## src/design/sdio_consts.vh

```
// Constants for the sensor discrete I/O logic: offsets, fields, timing
`ifndef SDIO_CONSTS_VH
`define SDIO_CONSTS_VH

// Register byte offsets
`define SDIO_ADDR_W 12
`define SDIO_OFS_CTRL 12'h000
`define SDIO_OFS_THR_HIGH 12'h004
`define SDIO_OFS_THR_LOW 12'h008
`define SDIO_OFS_MEAS 12'h00c
`define SDIO_OFS_HOLD_LEN 12'h010
`define SDIO_OFS_STATUS 12'h014
`define SDIO_OFS_ZERO_REF 12'h018

// Control register fields
`define SDIO_CTRL_BANK_MODE 0
`define SDIO_CTRL_CONFIG 1
`define SDIO_CTRL_HOLD_EN 2
`define SDIO_CTRL_NM_HIGH 3
`define SDIO_CTRL_NM_PASS 4
`define SDIO_CTRL_NM_LOW 5
`define SDIO_CTRL_W 6
`define SDIO_CTRL_RST 6'h00

// Measurement register fields: value in [15:0], condition flags above
`define SDIO_MEAS_LIGHT_ERR 16
`define SDIO_MEAS_RANGE_OVER 17
`define SDIO_MEAS_HEAD_ABSENT 18

// Reset values
`define SDIO_VAL_W 16
`define SDIO_VAL_RST 16'h0000
`define SDIO_THR_HIGH_RST 16'h0000
`define SDIO_THR_LOW_RST 16'h0000
`define SDIO_HOLD_LEN_RST 16'h0010
`define SDIO_DATA_ZERO 32'h00000000

// Bank switch: busy time in cycles of the 125 MHz clock
`define SDIO_BANK_SW_NS 128
`define SDIO_CLK_NS 8
`define SDIO_BANK_CNT_W 5
`define SDIO_BANK_CYC (`SDIO_BANK_SW_NS / `SDIO_CLK_NS)

`endif

```

## src/design/sdio_discrete_io.v

```verilog
// Discrete judgment, ready and busy outputs with mode-switched control inputs
//
// Functional notes
// - Three separate outputs report the high, pass and low result.
// - Low if below low threshold, high if above high, else pass (inclusive).
// - Ready is high while measurement is possible and drives the ready lamp.
// - Ready drops on light error, range over, head absent or config mode.
// - Busy is high while sampling with the hold function enabled.
// - Busy is also high for the whole of a bank switch.
// - A mode bit swaps inputs 1 and 2 between trigger/reset and bank A/B.
// - The reset input aborts measurement in progress and clears ready and busy.
// - While reset is held, judgments take the non-measurement levels.
// - Reset during hold use restores the state from before the hold was set.
// - Laser-off stops laser emission and flags a light amount error.
// - While laser-off is held, judgments take the non-measurement levels.
// - The zero reset input both executes and clears a zero reset.
// - In bank mode the two bank inputs give the bank number to switch to.
`timescale 1ns/1ps
`include "sdio_consts.vh"

module sdio_discrete_io (
    input wire pclk,
    input wire presetn,
    input wire psel,
    input wire penable,
    input wire pwrite,
    input wire [11:0] paddr,
    input wire [31:0] pwdata,
    output reg [31:0] prdata,
    output reg pready,
    output reg pslverr,
    input wire trigger_or_bank_a_in,
    input wire reset_or_bank_b_in,
    input wire laser_off_in,
    input wire zero_reset_in,
    output reg judge_high_out,
    output reg judge_pass_out,
    output reg judge_low_out,
    output reg ready_out,
    output reg busy_out,
    output reg laser_on_out
);

    // Two-stage synchronisers for the four pins; stage one is read only here
    // The delayed copy feeds the edge detectors; it resets to the idle pin
    // level so that no false edge follows reset
    wire [3:0] pin_raw;
    reg [3:0] sync1;
    reg [3:0] sync2;
    reg [3:0] sync2_d;
    assign pin_raw = {zero_reset_in, laser_off_in, reset_or_bank_b_in,
                      trigger_or_bank_a_in};
    genvar gi;
    generate
        for (gi = 0; gi < 4; gi = gi + 1) begin : g_sync
            always @(posedge pclk or negedge presetn) begin
                if (!presetn) begin
                    sync1[gi] <= 1'b0;
                    sync2[gi] <= 1'b0;
                    sync2_d[gi] <= 1'b0;
                end else begin
                    sync1[gi] <= pin_raw[gi];
                    sync2[gi] <= sync1[gi];
                    sync2_d[gi] <= sync2[gi];
                end
            end
        end
    endgenerate

    // Software registers
    reg [`SDIO_CTRL_W-1:0] ctrl;
    reg [`SDIO_VAL_W-1:0] thr_high;
    reg [`SDIO_VAL_W-1:0] thr_low;
    reg [`SDIO_VAL_W-1:0] meas_val;
    reg meas_light_err;
    reg meas_range_over;
    reg meas_head_absent;
    reg [`SDIO_VAL_W-1:0] hold_len;
    reg meas_stb;

    // Block state
    reg zero_active;
    reg [`SDIO_VAL_W-1:0] zero_ref;
    reg sampling;
    reg [`SDIO_VAL_W-1:0] hold_cnt;
    reg [`SDIO_VAL_W-1:0] hold_last;
    reg [`SDIO_VAL_W-1:0] held_val;
    reg hold_valid;
    reg [1:0] bank;
    reg [1:0] bank_target;
    reg bank_sw;
    reg [`SDIO_BANK_CNT_W-1:0] bank_cnt;

    // Input roles follow the mode bit
    wire bank_mode = ctrl[`SDIO_CTRL_BANK_MODE];
    wire trig_rise = !bank_mode && sync2[0] && !sync2_d[0];
    wire rst_act = !bank_mode && sync2[1];
    wire laser_off = sync2[2];
    wire zr_rise = sync2[3] && !sync2_d[3];
    wire [1:0] bank_req = {sync2[1], sync2[0]};
    wire hold_en = ctrl[`SDIO_CTRL_HOLD_EN];

    // Laser-off overrides the head's own light report as a light error
    wire light_err = meas_light_err || laser_off;
    wire measurable = !light_err && !meas_range_over &&
                      !meas_head_absent && !ctrl[`SDIO_CTRL_CONFIG];

    // Value relative to the zero reference when one is active
    // Comparisons are signed: values below the reference go negative
    wire [`SDIO_VAL_W-1:0] live_val = zero_active ?
        meas_val - zero_ref : meas_val;
    wire [`SDIO_VAL_W-1:0] judge_val = hold_en ? held_val : live_val;
    wire have_val = !hold_en || hold_valid;
    wire is_low = $signed(judge_val) < $signed(thr_low);
    wire is_high = $signed(judge_val) > $signed(thr_high);

    // APB decode; the slave answers with no wait state
    // Ready rises on the first edge after reset and stays high
    wire apb_setup = psel && !penable;
    wire apb_wr = psel && penable && pwrite;
    wire hit = (paddr == `SDIO_OFS_CTRL) || (paddr == `SDIO_OFS_THR_HIGH) ||
               (paddr == `SDIO_OFS_THR_LOW) || (paddr == `SDIO_OFS_MEAS) ||
               (paddr == `SDIO_OFS_HOLD_LEN) || (paddr == `SDIO_OFS_STATUS) ||
               (paddr == `SDIO_OFS_ZERO_REF);
    wire read_only = (paddr == `SDIO_OFS_STATUS) ||
                     (paddr == `SDIO_OFS_ZERO_REF);
    wire [31:0] status_word = {20'h00000, hold_valid, sampling, bank,
                               zero_active, light_err, laser_on_out,
                               busy_out, ready_out, judge_low_out,
                               judge_pass_out, judge_high_out};
    reg [31:0] next_rdata;

    // Read mux, captured in the setup cycle so prdata is a flop
    // Latching in setup costs a flop stage but keeps the answer free of
    // wait states and the read path short
    always @* begin
        next_rdata = `SDIO_DATA_ZERO;
        case (paddr)
            `SDIO_OFS_CTRL: next_rdata = {26'h0000000, ctrl};
            `SDIO_OFS_THR_HIGH: next_rdata = {16'h0000, thr_high};
            `SDIO_OFS_THR_LOW: next_rdata = {16'h0000, thr_low};
            `SDIO_OFS_MEAS: next_rdata = {13'h0000, meas_head_absent,
                                          meas_range_over, meas_light_err,
                                          meas_val};
            `SDIO_OFS_HOLD_LEN: next_rdata = {16'h0000, hold_len};
            `SDIO_OFS_STATUS: next_rdata = status_word;
            `SDIO_OFS_ZERO_REF: next_rdata = {16'h0000, zero_ref};
            default: next_rdata = `SDIO_DATA_ZERO;
        endcase
    end

    // Bus slave and writable registers
    always @(posedge pclk or negedge presetn) begin
        if (!presetn) begin
            prdata <= `SDIO_DATA_ZERO;
            pready <= 1'b0;
            pslverr <= 1'b0;
            ctrl <= `SDIO_CTRL_RST;
            thr_high <= `SDIO_THR_HIGH_RST;
            thr_low <= `SDIO_THR_LOW_RST;
            meas_val <= `SDIO_VAL_RST;
            meas_light_err <= 1'b0;
            meas_range_over <= 1'b0;
            meas_head_absent <= 1'b0;
            hold_len <= `SDIO_HOLD_LEN_RST;
            meas_stb <= 1'b0;
        end else begin
            pready <= 1'b1;
            meas_stb <= 1'b0;
            if (apb_setup) begin
                prdata <= hit ? next_rdata : `SDIO_DATA_ZERO;
                pslverr <= !hit || (pwrite && read_only);
            end
            if (apb_wr && hit) begin
                case (paddr)
                    `SDIO_OFS_CTRL: ctrl <= pwdata[`SDIO_CTRL_W-1:0];
                    `SDIO_OFS_THR_HIGH: thr_high <= pwdata[`SDIO_VAL_W-1:0];
                    `SDIO_OFS_THR_LOW: thr_low <= pwdata[`SDIO_VAL_W-1:0];
                    `SDIO_OFS_MEAS: begin
                        // Each write is one new sample from the head
                        meas_val <= pwdata[`SDIO_VAL_W-1:0];
                        meas_light_err <= pwdata[`SDIO_MEAS_LIGHT_ERR];
                        meas_range_over <= pwdata[`SDIO_MEAS_RANGE_OVER];
                        meas_head_absent <= pwdata[`SDIO_MEAS_HEAD_ABSENT];
                        meas_stb <= 1'b1;
                    end
                    `SDIO_OFS_HOLD_LEN: hold_len <= pwdata[`SDIO_VAL_W-1:0];
                    default: meas_stb <= 1'b0;
                endcase
            end
        end
    end

    // Zero reset toggles on each rising edge of its input
    // The reference is the raw value, so a new zero reset never stacks
    // on top of an earlier offset
    always @(posedge pclk or negedge presetn) begin
        if (!presetn) begin
            zero_active <= 1'b0;
            zero_ref <= `SDIO_VAL_RST;
        end else if (zr_rise) begin
            if (!zero_active) begin
                zero_active <= 1'b1;
                zero_ref <= meas_val;
            end else begin
                zero_active <= 1'b0;
            end
        end
    end

    // Hold sampling window opened by the trigger, aborted by reset
    // Limitation: trigger edges inside an open window are ignored, so a
    // fast self-trigger loses edges and each busy pulse keeps the set length
    // A length of zero or one still gives a one-cycle window
    always @(posedge pclk or negedge presetn) begin
        if (!presetn) begin
            sampling <= 1'b0;
            hold_cnt <= `SDIO_VAL_RST;
            hold_last <= `SDIO_VAL_RST;
            held_val <= `SDIO_VAL_RST;
            hold_valid <= 1'b0;
        end else if (rst_act || !hold_en) begin
            // Dropping the held value brings back the pre-hold state
            sampling <= 1'b0;
            hold_cnt <= `SDIO_VAL_RST;
            hold_valid <= 1'b0;
        end else if (trig_rise && !sampling) begin
            sampling <= 1'b1;
            hold_cnt <= hold_len;
            hold_last <= live_val;
        end else if (sampling) begin
            if (meas_stb) begin
                hold_last <= live_val;
            end
            if (hold_cnt <= 16'h0001) begin
                sampling <= 1'b0;
                held_val <= meas_stb ? live_val : hold_last;
                hold_valid <= 1'b1;
            end else begin
                hold_cnt <= hold_cnt - 16'h0001;
            end
        end
    end

    // Load value for the switch counter, cut to the counter's width
    localparam [31:0] bank_load = `SDIO_BANK_CYC - 1;

    // Bank switch: busy for a fixed time, then the new bank takes effect
    // A request that moves during a switch waits until the switch ends
    // and is compared again, so the last level always wins
    always @(posedge pclk or negedge presetn) begin
        if (!presetn) begin
            bank <= 2'h0;
            bank_target <= 2'h0;
            bank_sw <= 1'b0;
            bank_cnt <= {`SDIO_BANK_CNT_W{1'b0}};
        end else if (bank_sw) begin
            if (bank_cnt == {`SDIO_BANK_CNT_W{1'b0}}) begin
                bank_sw <= 1'b0;
                bank <= bank_target;
            end else begin
                bank_cnt <= bank_cnt - 5'h01;
            end
        end else if (bank_mode && bank_req != bank) begin
            bank_sw <= 1'b1;
            bank_target <= bank_req;
            bank_cnt <= bank_load[`SDIO_BANK_CNT_W-1:0];
        end
    end

    // Output stage; every pin comes from a flop
    // Reset and laser-off win over any stored result, since the pins must
    // show the configured levels for as long as either is held
    always @(posedge pclk or negedge presetn) begin
        if (!presetn) begin
            judge_high_out <= 1'b0;
            judge_pass_out <= 1'b0;
            judge_low_out <= 1'b0;
            ready_out <= 1'b0;
            busy_out <= 1'b0;
            laser_on_out <= 1'b0;
        end else begin
            laser_on_out <= !laser_off;
            ready_out <= measurable && !rst_act;
            busy_out <= !rst_act &&
                        ((sampling && hold_en) || bank_sw);
            if (rst_act || laser_off || !measurable || !have_val) begin
                // No valid measurement: use the configured levels
                judge_high_out <= ctrl[`SDIO_CTRL_NM_HIGH];
                judge_pass_out <= ctrl[`SDIO_CTRL_NM_PASS];
                judge_low_out <= ctrl[`SDIO_CTRL_NM_LOW];
            end else begin
                judge_high_out <= is_high;
                judge_pass_out <= !is_high && !is_low;
                judge_low_out <= is_low;
            end
        end
    end

endmodule // sdio_discrete_io

```

## config.mk

```make
export PLATFORM = sky130hd
export DESIGN_NAME = sdio_discrete_io
export DESIGN_NICKNAME = d
export VERILOG_FILES = /design/src/design/sdio_discrete_io.v
export VERILOG_INCLUDE_DIRS = /design/src /design/src/design
export SDC_FILE = /design/constraint.sdc
export NUM_CORES = 1
export LEC_CHECK = 0
export ABC_AREA = 1
export BUFFER_PORTS_ARGS = -buffer_cell sky130_fd_sc_hd__buf_2
export CORE_ASPECT_RATIO = 0.75
export CORE_MARGIN = 10
export CORE_UTILIZATION = 46
export CTS_BUF_LIST = sky130_fd_sc_hd__clkbuf_8 sky130_fd_sc_hd__clkbuf_16
export DETAILED_ROUTE_END_ITERATION = 16
export PLACE_DENSITY = 0.67
export SKIP_CTS_REPAIR_TIMING = 1
export SYNTH_ARGS = -nofsm -noshare
export SYNTH_HDL_FRONTEND = slang
export SYNTH_SLANG_ARGS = --single-unit
```

## constraint.sdc

```tcl
create_clock -name pclk -period 3.2 [get_ports pclk]
set_input_delay 0.32 -clock pclk [delete_from_list [all_inputs] [get_ports pclk]]
set_output_delay 0.32 -clock pclk [all_outputs]
set_load 0.03 [all_outputs]
```

# Word level (Yosys, flattened, before mapping)
# Index checks and enable logic that the tools add are counted.
dict set report totals {
  input_bits 53
  out_inout_bits 40
  regBits 201
  elab_cells 160
}
dict set report op_classes {
  n_lt_le_gt_ge 3
  muxes 31
  n_reduce_logical 70
  bitwise 4
  n_eq_ne 10
  n_addsub 3
}
# operator count
set ops {}
lappend ops {{$mux 16} 9}
lappend ops {{$pmux 19 s7} 1}
lappend ops {{$eq 12x5->1 const B} 3}
lappend ops {{$mux 32} 1}
lappend ops {{$eq 12x4->1 const B} 2}
lappend ops {{$reduce_and 2->1} 11}
lappend ops {{$logic_and 1x1->1} 18}
lappend ops {{$logic_not 1->1} 17}
lappend ops {{$mux 1} 17}
lappend ops {{$gt 16x16->1} 1}
lappend ops {{$le 16x1->1 const B} 1}
lappend ops {{$lt 16x16->1} 1}
lappend ops {{$sub 16x1->16 const B} 1}
lappend ops {{$sub 16x16->16} 1}
lappend ops {{$logic_or 1x1->1} 15}
lappend ops {{$mux 5} 3}
lappend ops {{$eq 12x3->1 const B} 1}
lappend ops {{$logic_not 12->1} 1}
lappend ops {{$reduce_bool 2->1} 4}
lappend ops {{$logic_not 5->1} 1}
lappend ops {{$sub 5x1->5 const B} 1}
lappend ops {{$ne 2x2->1 const B} 2}
lappend ops {{$not 1->1} 4}
lappend ops {{$reduce_and 4->1} 1}
lappend ops {{other kinds (4)} 4}

# Logic depth before layout (Yosys ltp)
# Gate-level depths: netlist of the first run.
dict set report depth {
  depth_word 9
  depth_mapped 27
  mapped_depth_nobuf 27
}

# Worst setup path after synthesis of the first run
# Ideal clock, no wire load.
dict set report synth_path {
  kind {reg2reg}
  from {register meas_val[0]}
  to {register judge_pass_out}
  path_buffers 0
  slack_ns 0.266
  stages_incl_launch_ff 27
  t_arrival_ns 2.817
  setup_time_ns 0.118
  path_cell_list {dfrtp_1 -> inv_1 -> ha_1 -> inv_1 -> fa_1 -> nand3_1 -> nand2_1 -> nand2_1 -> nand2_1 -> nand2_1 -> nand2_1 -> nand2_1 -> nand3_1 -> nand3_1 -> o21ai_0 -> ha_1 -> nand2_1 -> inv_1 -> nand2_1 -> nor3_1 -> nand2_1 -> nand3_1 -> nand2_1 -> nor2_1 -> nor2_1 -> nand3_1 -> nand2_1}
}
dict set report synth_via {
  elab_chain_cells 7
}
# item line_no
set synth_lines {}
lappend synth_lines {{start: declaration} sdio_discrete_io.v:74} ;# reg [`SDIO_VAL_W-1:0] meas_val;
lappend synth_lines {{start signal: assignment} sdio_discrete_io.v:161} ;# meas_val <= `SDIO_VAL_RST;
lappend synth_lines {{start signal: assignment} sdio_discrete_io.v:181} ;# meas_val <= pwdata[`SDIO_VAL_W-1:0];
lappend synth_lines {{$sub 16x16->16} sdio_discrete_io.v:111} ;# meas_val - zero_ref : meas_val;
lappend synth_lines {{$mux 16 (*)} sdio_discrete_io.v:110} ;# wire [`SDIO_VAL_W-1:0] live_val = zero_active ?
lappend synth_lines {{$mux 16 (*)} sdio_discrete_io.v:112} ;# wire [`SDIO_VAL_W-1:0] judge_val = hold_en ? held_val : live_val;
lappend synth_lines {{$gt 16x16->1 or $lt 16x16->1 (tied branches)} {sdio_discrete_io.v:115, sdio_discrete_io.v:114}}
lappend synth_lines {{$logic_not 1->1} sdio_discrete_io.v:294} ;# judge_pass_out <= !is_high && !is_low;
lappend synth_lines {{$logic_and 1x1->1 (*)} sdio_discrete_io.v:294}
lappend synth_lines {{$mux 1 (*)} sdio_discrete_io.v:287} ;# if (rst_act || laser_off || !measurable || !have_val) begin
lappend synth_lines {{end signal: assignment} sdio_discrete_io.v:290} ;# judge_pass_out <= ctrl[`SDIO_CTRL_NM_PASS];
lappend synth_lines {{end signal: assignment} sdio_discrete_io.v:294}
lappend synth_lines {{end: declaration} sdio_discrete_io.v:37} ;# output reg judge_pass_out,
# Every way passes the cells marked *; elsewhere a longest branch is shown, timed or not.
# A chain may end at the register's enable or synchronous reset.

# Final worst setup path of the first run
# Ends and elaborated chain as after synthesis.

==> impl_results.md, run 1 <==
* Outcome: completed
* Max clock buf depth at 2
* Final min period at ~3.1 ns
* CP top delay family: simple AND/OR/NAND/NOR gates
* Top layer in use: met4
* Buffers on Ports at 66
* Place WS at -0.288 ns
* Synth Cell Area at between 10000 and 15000 um2
* Critical Path AT at ~3.5 ns
* Final Total Pwr at 5.26 mW
* CTS root buffer: clkbuf_16
* Synth Register Bits at 188
* Final setup TNS at 0 ns
* Io pins at 93
* H-tree depth at 4
* YS warnings at 0
* R2R setup slack at 0.05 ns
* Worst Path Required at 3.55 ns
* Clk sink count at approximately 190
* Final cell count without fillers at approximately 1900
* Cell taking the most area after synthesis: dfrtp_1
* CTS Buf Count at 17
* Die W at 197 um
* VDD IR-drop max at 0.414 mV
* Synth top area share at 43.1%
* Vias in the first global route at 9599
* Core area at 23100 um2
* Clk_skew at roughly 0.013 ns
* Site Rows at 48
* Synth unique cells at 55
* Number of max-cap violations at 0
* Met3 wire len at 2.74 mm
* Post-synthesis cell count at 1443
* Share of synthesized registers carrying an async set or reset at 100%
* Buf/Inv on CP at 3
* Final slew viol count at 0
* First-pass GRT wire length at 53.5 mm
* Die height at roughly 150 um
* Reg clk slew, reported paths at 0.08 ns
* Worst hold path class: input port to flip-flop
* ANT cells at 0
* Starting Density at 46.9%
* Fmax at 318 MHz
* RSZ-0062 raised after global routing: true
* Initial DRC Count at 974
* Post-synth top cells: nand2_1, inv_1, dfrtp_1
* Worst r2r src: meas_val[0]
* DIE AREA at roughly 30000 um2
* CP endpoint kind: flip-flop
* Mapped Avg Cell Area at 7.52 um2
* Slew margin rel. at 43.1%
* Critical Path Most Common Cell: nand2_1
* TritonRoute pass-1 iters at 5
* Worst setup path end: judge_pass_out
* Placed cell count at 1867
* Clock Latency Late Sink at around 0.45 ns
* Slowest cell on crit path: dfrtp_1
* Total Routed Length at 34.1 mm
* Layout cells sized above 1 at between 20% and 30%
* Vias per Instance at 5.32
* Nets@finish at 1697
* DRC errors left at 0
* WL met1 at between 15 and 20 mm
* RD Place Congestion at 0.934
* Largest stage delay on the critical path at about 0.38 ns
* Slew @ Worst Pin at 0.853 ns
* Power Density at 393 nW/um2
* Sequential area share after synthesis at 43.4%
* Most frequent cell after synthesis: nand2_1
* Total GRT Usage at between 20 and 25%
* Via count at 10100
* Crit start category: flip-flop
* Worst flop-to-flop path endpoint: judge_pass_out
* GR Overflow Total at 0
* CTS tree: done
* Final Hold Violating Endpoints at 0
* Post-route ant nets at 0
* Drt wl/cell at 17.9 um
* Post-DP HPWL at 25.4 mm
* Post-synth EDFFs at 0
* Worst Setup SP: meas_val[0]
* Crit Path Class: flip-flop to flip-flop
* Crit path max fanout at 3
* Final worst setup slack at 0.0536 ns
* Prevailing post-synth register cell: dfrtp_1
* Largest net degree at the start of global routing at 87
* DR WL met2 at 14.8 mm
* Synth area leaders: dfrtp_1, nand2_1, inv_1
* Initial antenna violation count at 0
* Worst R2R Path Depth at 27
* Area growth from synthesis to layout at 23.2%
* Final setup fails at 0
* WP depth at 27
* Final period util at 98.3%
* Leakage power at 6.68 nW
-- worst min-delay path: cells and delay by family --
kind	cells	cell delay [ns]
AO/OA/AOI/OAI	1	0.06
buffers and inverters	2	0.17
-- routing by layer --
metal | up-vias | GRT usage (%)
li1 | 4929 | -
met1 | 4832 | 32.2
met2 | 331 | 33.3
met3 | 40 | 5.51
met4 | 0 | 4.71
met5 | - | 0
-- power breakdown --
group	total, mW	leakage (nW)	switching, mW	internal, mW
Sequential	2.40	2.59	0.0124	2.39
Clock	2.16	0.299	0.972	1.19
Combinational	0.699	3.80	0.438	0.261
Total	5.26	6.68	1.42	3.84
-- flip-flops by register name, summed over array words and instances (netlist names), 4 cells and up --
register / count
held_val: 16
thr_high: 16
thr_low: 16
ctrl: 6
prdata: 19
sync1: 4
zero_ref: 16
hold_len: 16
hold_last: 16
meas_val: 16
hold_cnt: 16
bank_cnt: 5
-- stage by stage --
stage          utilization (%)  instance area [um2]  hold slack [ns]
2_1_floorplan                -                10900           0.0244
3_3_place_gp              52.4                12100            0.337
3_5_place_dp              52.4                12100            0.338
4_1_cts                   55.0                12700          -0.0419
5_1_grt                   57.8                13400            0.124
6_report                  57.8                13400            0.131
-- cells by family (layout without fill, tap and decap cells) --
| kind of cell | after synthesis | count (layout) | share of synthesized area (%) |
|---|---|---|---|
| compound gates | 296 | 296 | 15.3 |
| xor+xnor | 10 | 10 | 0.807 |
| fa+ha+maj | 51 | 51 | 5.95 |
| buf+inv | 275 | 426 | 10.3 |
| flops | 188 | 188 | 43.4 |
| other cells | 2 | 14 | 0.0692 |
| simple gates | 621 | 621 | 24.2 |
-- layout by cell type (no fill, tap or decap), types with 19 or more instances in the layout --
| master | Yosys | routed |
|---|---|---|
| ha_4 | 0 | 19 |
| nand2_2 | 3 | 21 |
| buf_2 | 13 | 65 |
| dfrtp_1 | 187 | 186 |
| o21ai_1 | 56 | 64 |
| nand3_1 | 64 | 56 |
| inv_1 | 212 | 208 |
| buf_4 | 13 | 102 |
| nand2_1 | 428 | 403 |
| o21ai_0 | 107 | 91 |
| o22ai_1 | 44 | 44 |
| ha_1 | 50 | 31 |
| a21oi_1 | 48 | 33 |
| nor2_1 | 71 | 69 |
-- final cells by class --
cell class                      instances  area (um2)
Sequential cell                       188        4710
Inverter                              217         816
Clock buffer                           19         453
Tap cell                              300         375
Timing Repair Buffer                  177        1230
Multi-Input combinational cell        992        5670
Clock inverter                         13         128
Fill cell                            2116        9750
-- how the worst min path moves through the flow --
stage,slack [ns],from,to,depth (start not counted)
finish,0.13,pwdata[17],meas_range_over,3
global route,0.12,pwdata[17],meas_range_over,3
CTS,-0.04,presetn,hold_cnt[12],1
detailed placement,0.34,sync1[0],bank_req[0],0
global placement,0.34,sync1[0],bank_req[0],0
floorplan,0.02,presetn,bank[0],0
Power figures use the tool's default switching activity.
==> run 2: changes to the inputs <==
Settings changed: CTS_BUF_LIST sky130_fd_sc_hd__clkbuf_8 sky130_fd_sc_hd__clkbuf_16 to sky130_fd_sc_hd__clkbuf_4 sky130_fd_sc_hd__clkbuf_8.
==> impl_results.md, run 2 (synthesis results as in run 1) <==
* Outcome: completed
* Crit Path Class: flip-flop to flip-flop
* Power Density at 364 nW/um2 (-7.6%)
* Area growth from synthesis to layout at 21.1%
* Fmax at 315 MHz (-1.0%)
* Layout cells sized above 1 at 20.7% (-0.42 points)
* Final setup fails at 0 (unchanged)
* Core area at 23100 um2 (unchanged)
* Total GRT Usage at 22.3% (-0.14 points)
* CP endpoint kind: flip-flop
* Buffers on Ports at 66 (unchanged)
* Crit path max fanout at 3 (unchanged)
* Slew @ Worst Pin at 0.847 ns (-0.00587 ns)
* Starting Density at 46.9% (unchanged)
* DP Area at 12100 um2 (unchanged)
* Final cell count without fillers at 1905 (-0.052%)
* RSZ-0062 raised after global routing: true
* Placed cell count at 1867 (unchanged)
* DIE AREA at 30200 um2 (unchanged)
* Critical Path AT at 3.59 ns (+0.09 ns)
* TritonRoute pass-1 iters at 8 (+3)
* Largest stage delay on the critical path at 0.39 ns (about the same)
* Max FFs per register at 19 (unchanged)
* Clk sink count at 188 (unchanged)
* Via count at 10100 (+0.11%)
* Nets@finish at 1696 (-0.059%)
* Most flop-heavy register: prdata
* CTS root buffer: clkbuf_8
* RD Place Congestion at 0.934 (unchanged)
* Final period util at 99.4% (+1.0 points)
* ANT cells at 0 (unchanged)
* Die W at 197 um (unchanged)
* Hold Slack at 0.0785 ns (-0.0522 ns)
* Reg clk slew, reported paths at 0.11 ns (+0.03 ns)
* VDD IR-drop max at 0.305 mV (-26%)
* DRC errors left at 0 (unchanged)
* Fill count at 2150 (+1.6%)
* Largest net degree at the start of global routing at 87 (unchanged)
* Number of max-cap violations at 0 (unchanged)
* Post-Route Utilization at 56.9% (-0.98 points)
* H-tree depth at 4 (unchanged)
* Final min period at 3.18 ns (+0.0332 ns)
* Drt wl/cell at 17.8 um (-0.39%)
* Clk_skew at 0.0199 ns (+0.00683 ns)
* Vias per Instance at 5.32 (+0.16%)
* Post-route ant nets at 0 (unchanged)
* Site Rows at 48 (unchanged)
* Commonest non-fill, non-tap cell in the layout: nand2_1
* Post-DP HPWL at 25.4 mm (unchanged)
* Final slew viol count at 0 (unchanged)
* GR Overflow Total at 0 (unchanged)
* Max clock buf depth at 2 (unchanged)
* Final setup TNS at 0 ns (unchanged)
* Clock Latency Late Sink at 0.51 ns (+0.06 ns)
* Io pins at 93 (unchanged)
* Area of the multi-input gates at 5630 um2 (-0.73%)
* Total Routed Length at 34.0 mm (-0.44%)
* CTS Buf Count at 17 (unchanged)
* Initial DRC Count at 891 (-8.5%)
* Final Hold Violating Endpoints at 0 (unchanged)
* Vias in the first global route at 9463 (-1.4%)
* Die height at 153 um (unchanged)
* Most frequent cells in the layout: nand2_1, inv_1, dfrtp_1
* Initial antenna violation count at 0 (unchanged)
* CP top delay family: simple AND/OR/NAND/NOR gates
* Crit start category: flip-flop
* Buf/Inv on CP at 3 (unchanged)
* Slowest cell on crit path: dfrtp_1
* Leakage power at 6.59 nW (-1.5%)
* CTS tree: done
* First-pass GRT wire length at 53.1 mm (-0.76%)
* Worst hold path class: input port to flip-flop
* Worst Path Required at 3.61 ns (+0.06 ns)
* Sequential Area at 4710 um2 (about the same)
* Post-route cell area at 13100 um2 (-1.7%)
* Slew margin rel. at 43.5% (+0.39 points)
run 2: cell types whose count changed in the layout (fill, tap and decap cells not counted), sizes merged:
cell    before  now
inv        220  216
buf        171  170
clkbuf      20   24
run 2: per-layer routing:
layer | part of all wire (%) | vias to the layer above | global-route usage [%]
met1 | 47 | 4811 | 32.6
met4 | 1.5 | 0 | 5.26
met2 | 43 | 370 | 32.7
li1 | - | 4924 | -
met3 | 8.3 | 38 | 4.74
met5 | 0 | - | 0
run 2: per-stage QoR:
step	power [mW]	setup slack [ns]
after floorplan	2.77	0.266
after global placement	3.03	-0.188
after detailed placement	3.03	-0.288
after CTS	4.71	-0.321
after global routing	4.96	-0.134
final	4.78	0.0204
run 2: path summary, 6_finish.rpt:
check	slack, ns	start	cells after the start	end
setup / recovery	0.02	meas_val[0]	27	judge_pass_out
hold / removal	0.08	pwdata[17]	3	meas_range_over
setup reg to reg	0.02	meas_val[0]	27	judge_pass_out
hold reg to reg	0.34	sync1[0]	0	bank_req[0]
max in group asynchronous	1.97	presetn	3	hold_len[4]
min in group asynchronous	0.43	presetn	2	hold_cnt[14]
run 2: worst reg2reg max path: stages (launching register included):
cell and delay [ns]:
dfrtp_1 0.39, inv_2 0.08, ha_4 0.12, inv_2 0.04, fa_2 0.38, nand3_2 0.10
nand2_4 0.08, nand2_4 0.10, nand3_4 0.09, nand2_4 0.11, nand2_1 0.07, nand2_2 0.09
nand2_2 0.05, nand2_2 0.07, nand3_2 0.09, o21ai_4 0.14, ha_4 0.18, nand2_4 0.05
inv_2 0.06, nand2_2 0.07, nor3_2 0.18, nand2_1 0.12, nand3_2 0.07, nand2_1 0.05
nor2_1 0.11, nor2_1 0.07, nand3_1 0.10, nand2_1 0.05
run 2: area by class of cell:
class	instances	area share (%)
Clock inverter	9	0.856
Inverter	217	6.20
Tap cell	300	2.85
Multi-Input combinational cell	992	42.8
Clock buffer	23	2.22
Timing Repair Buffer	176	9.27
Sequential cell	188	35.8
run 2: power breakdown:
group          leakage (nW)  switching, mW  internal, mW
logic                  3.79          0.438         0.257
registers              2.59         0.0127          2.39
clock network         0.209          0.905         0.775
total                  6.59           1.36          3.42
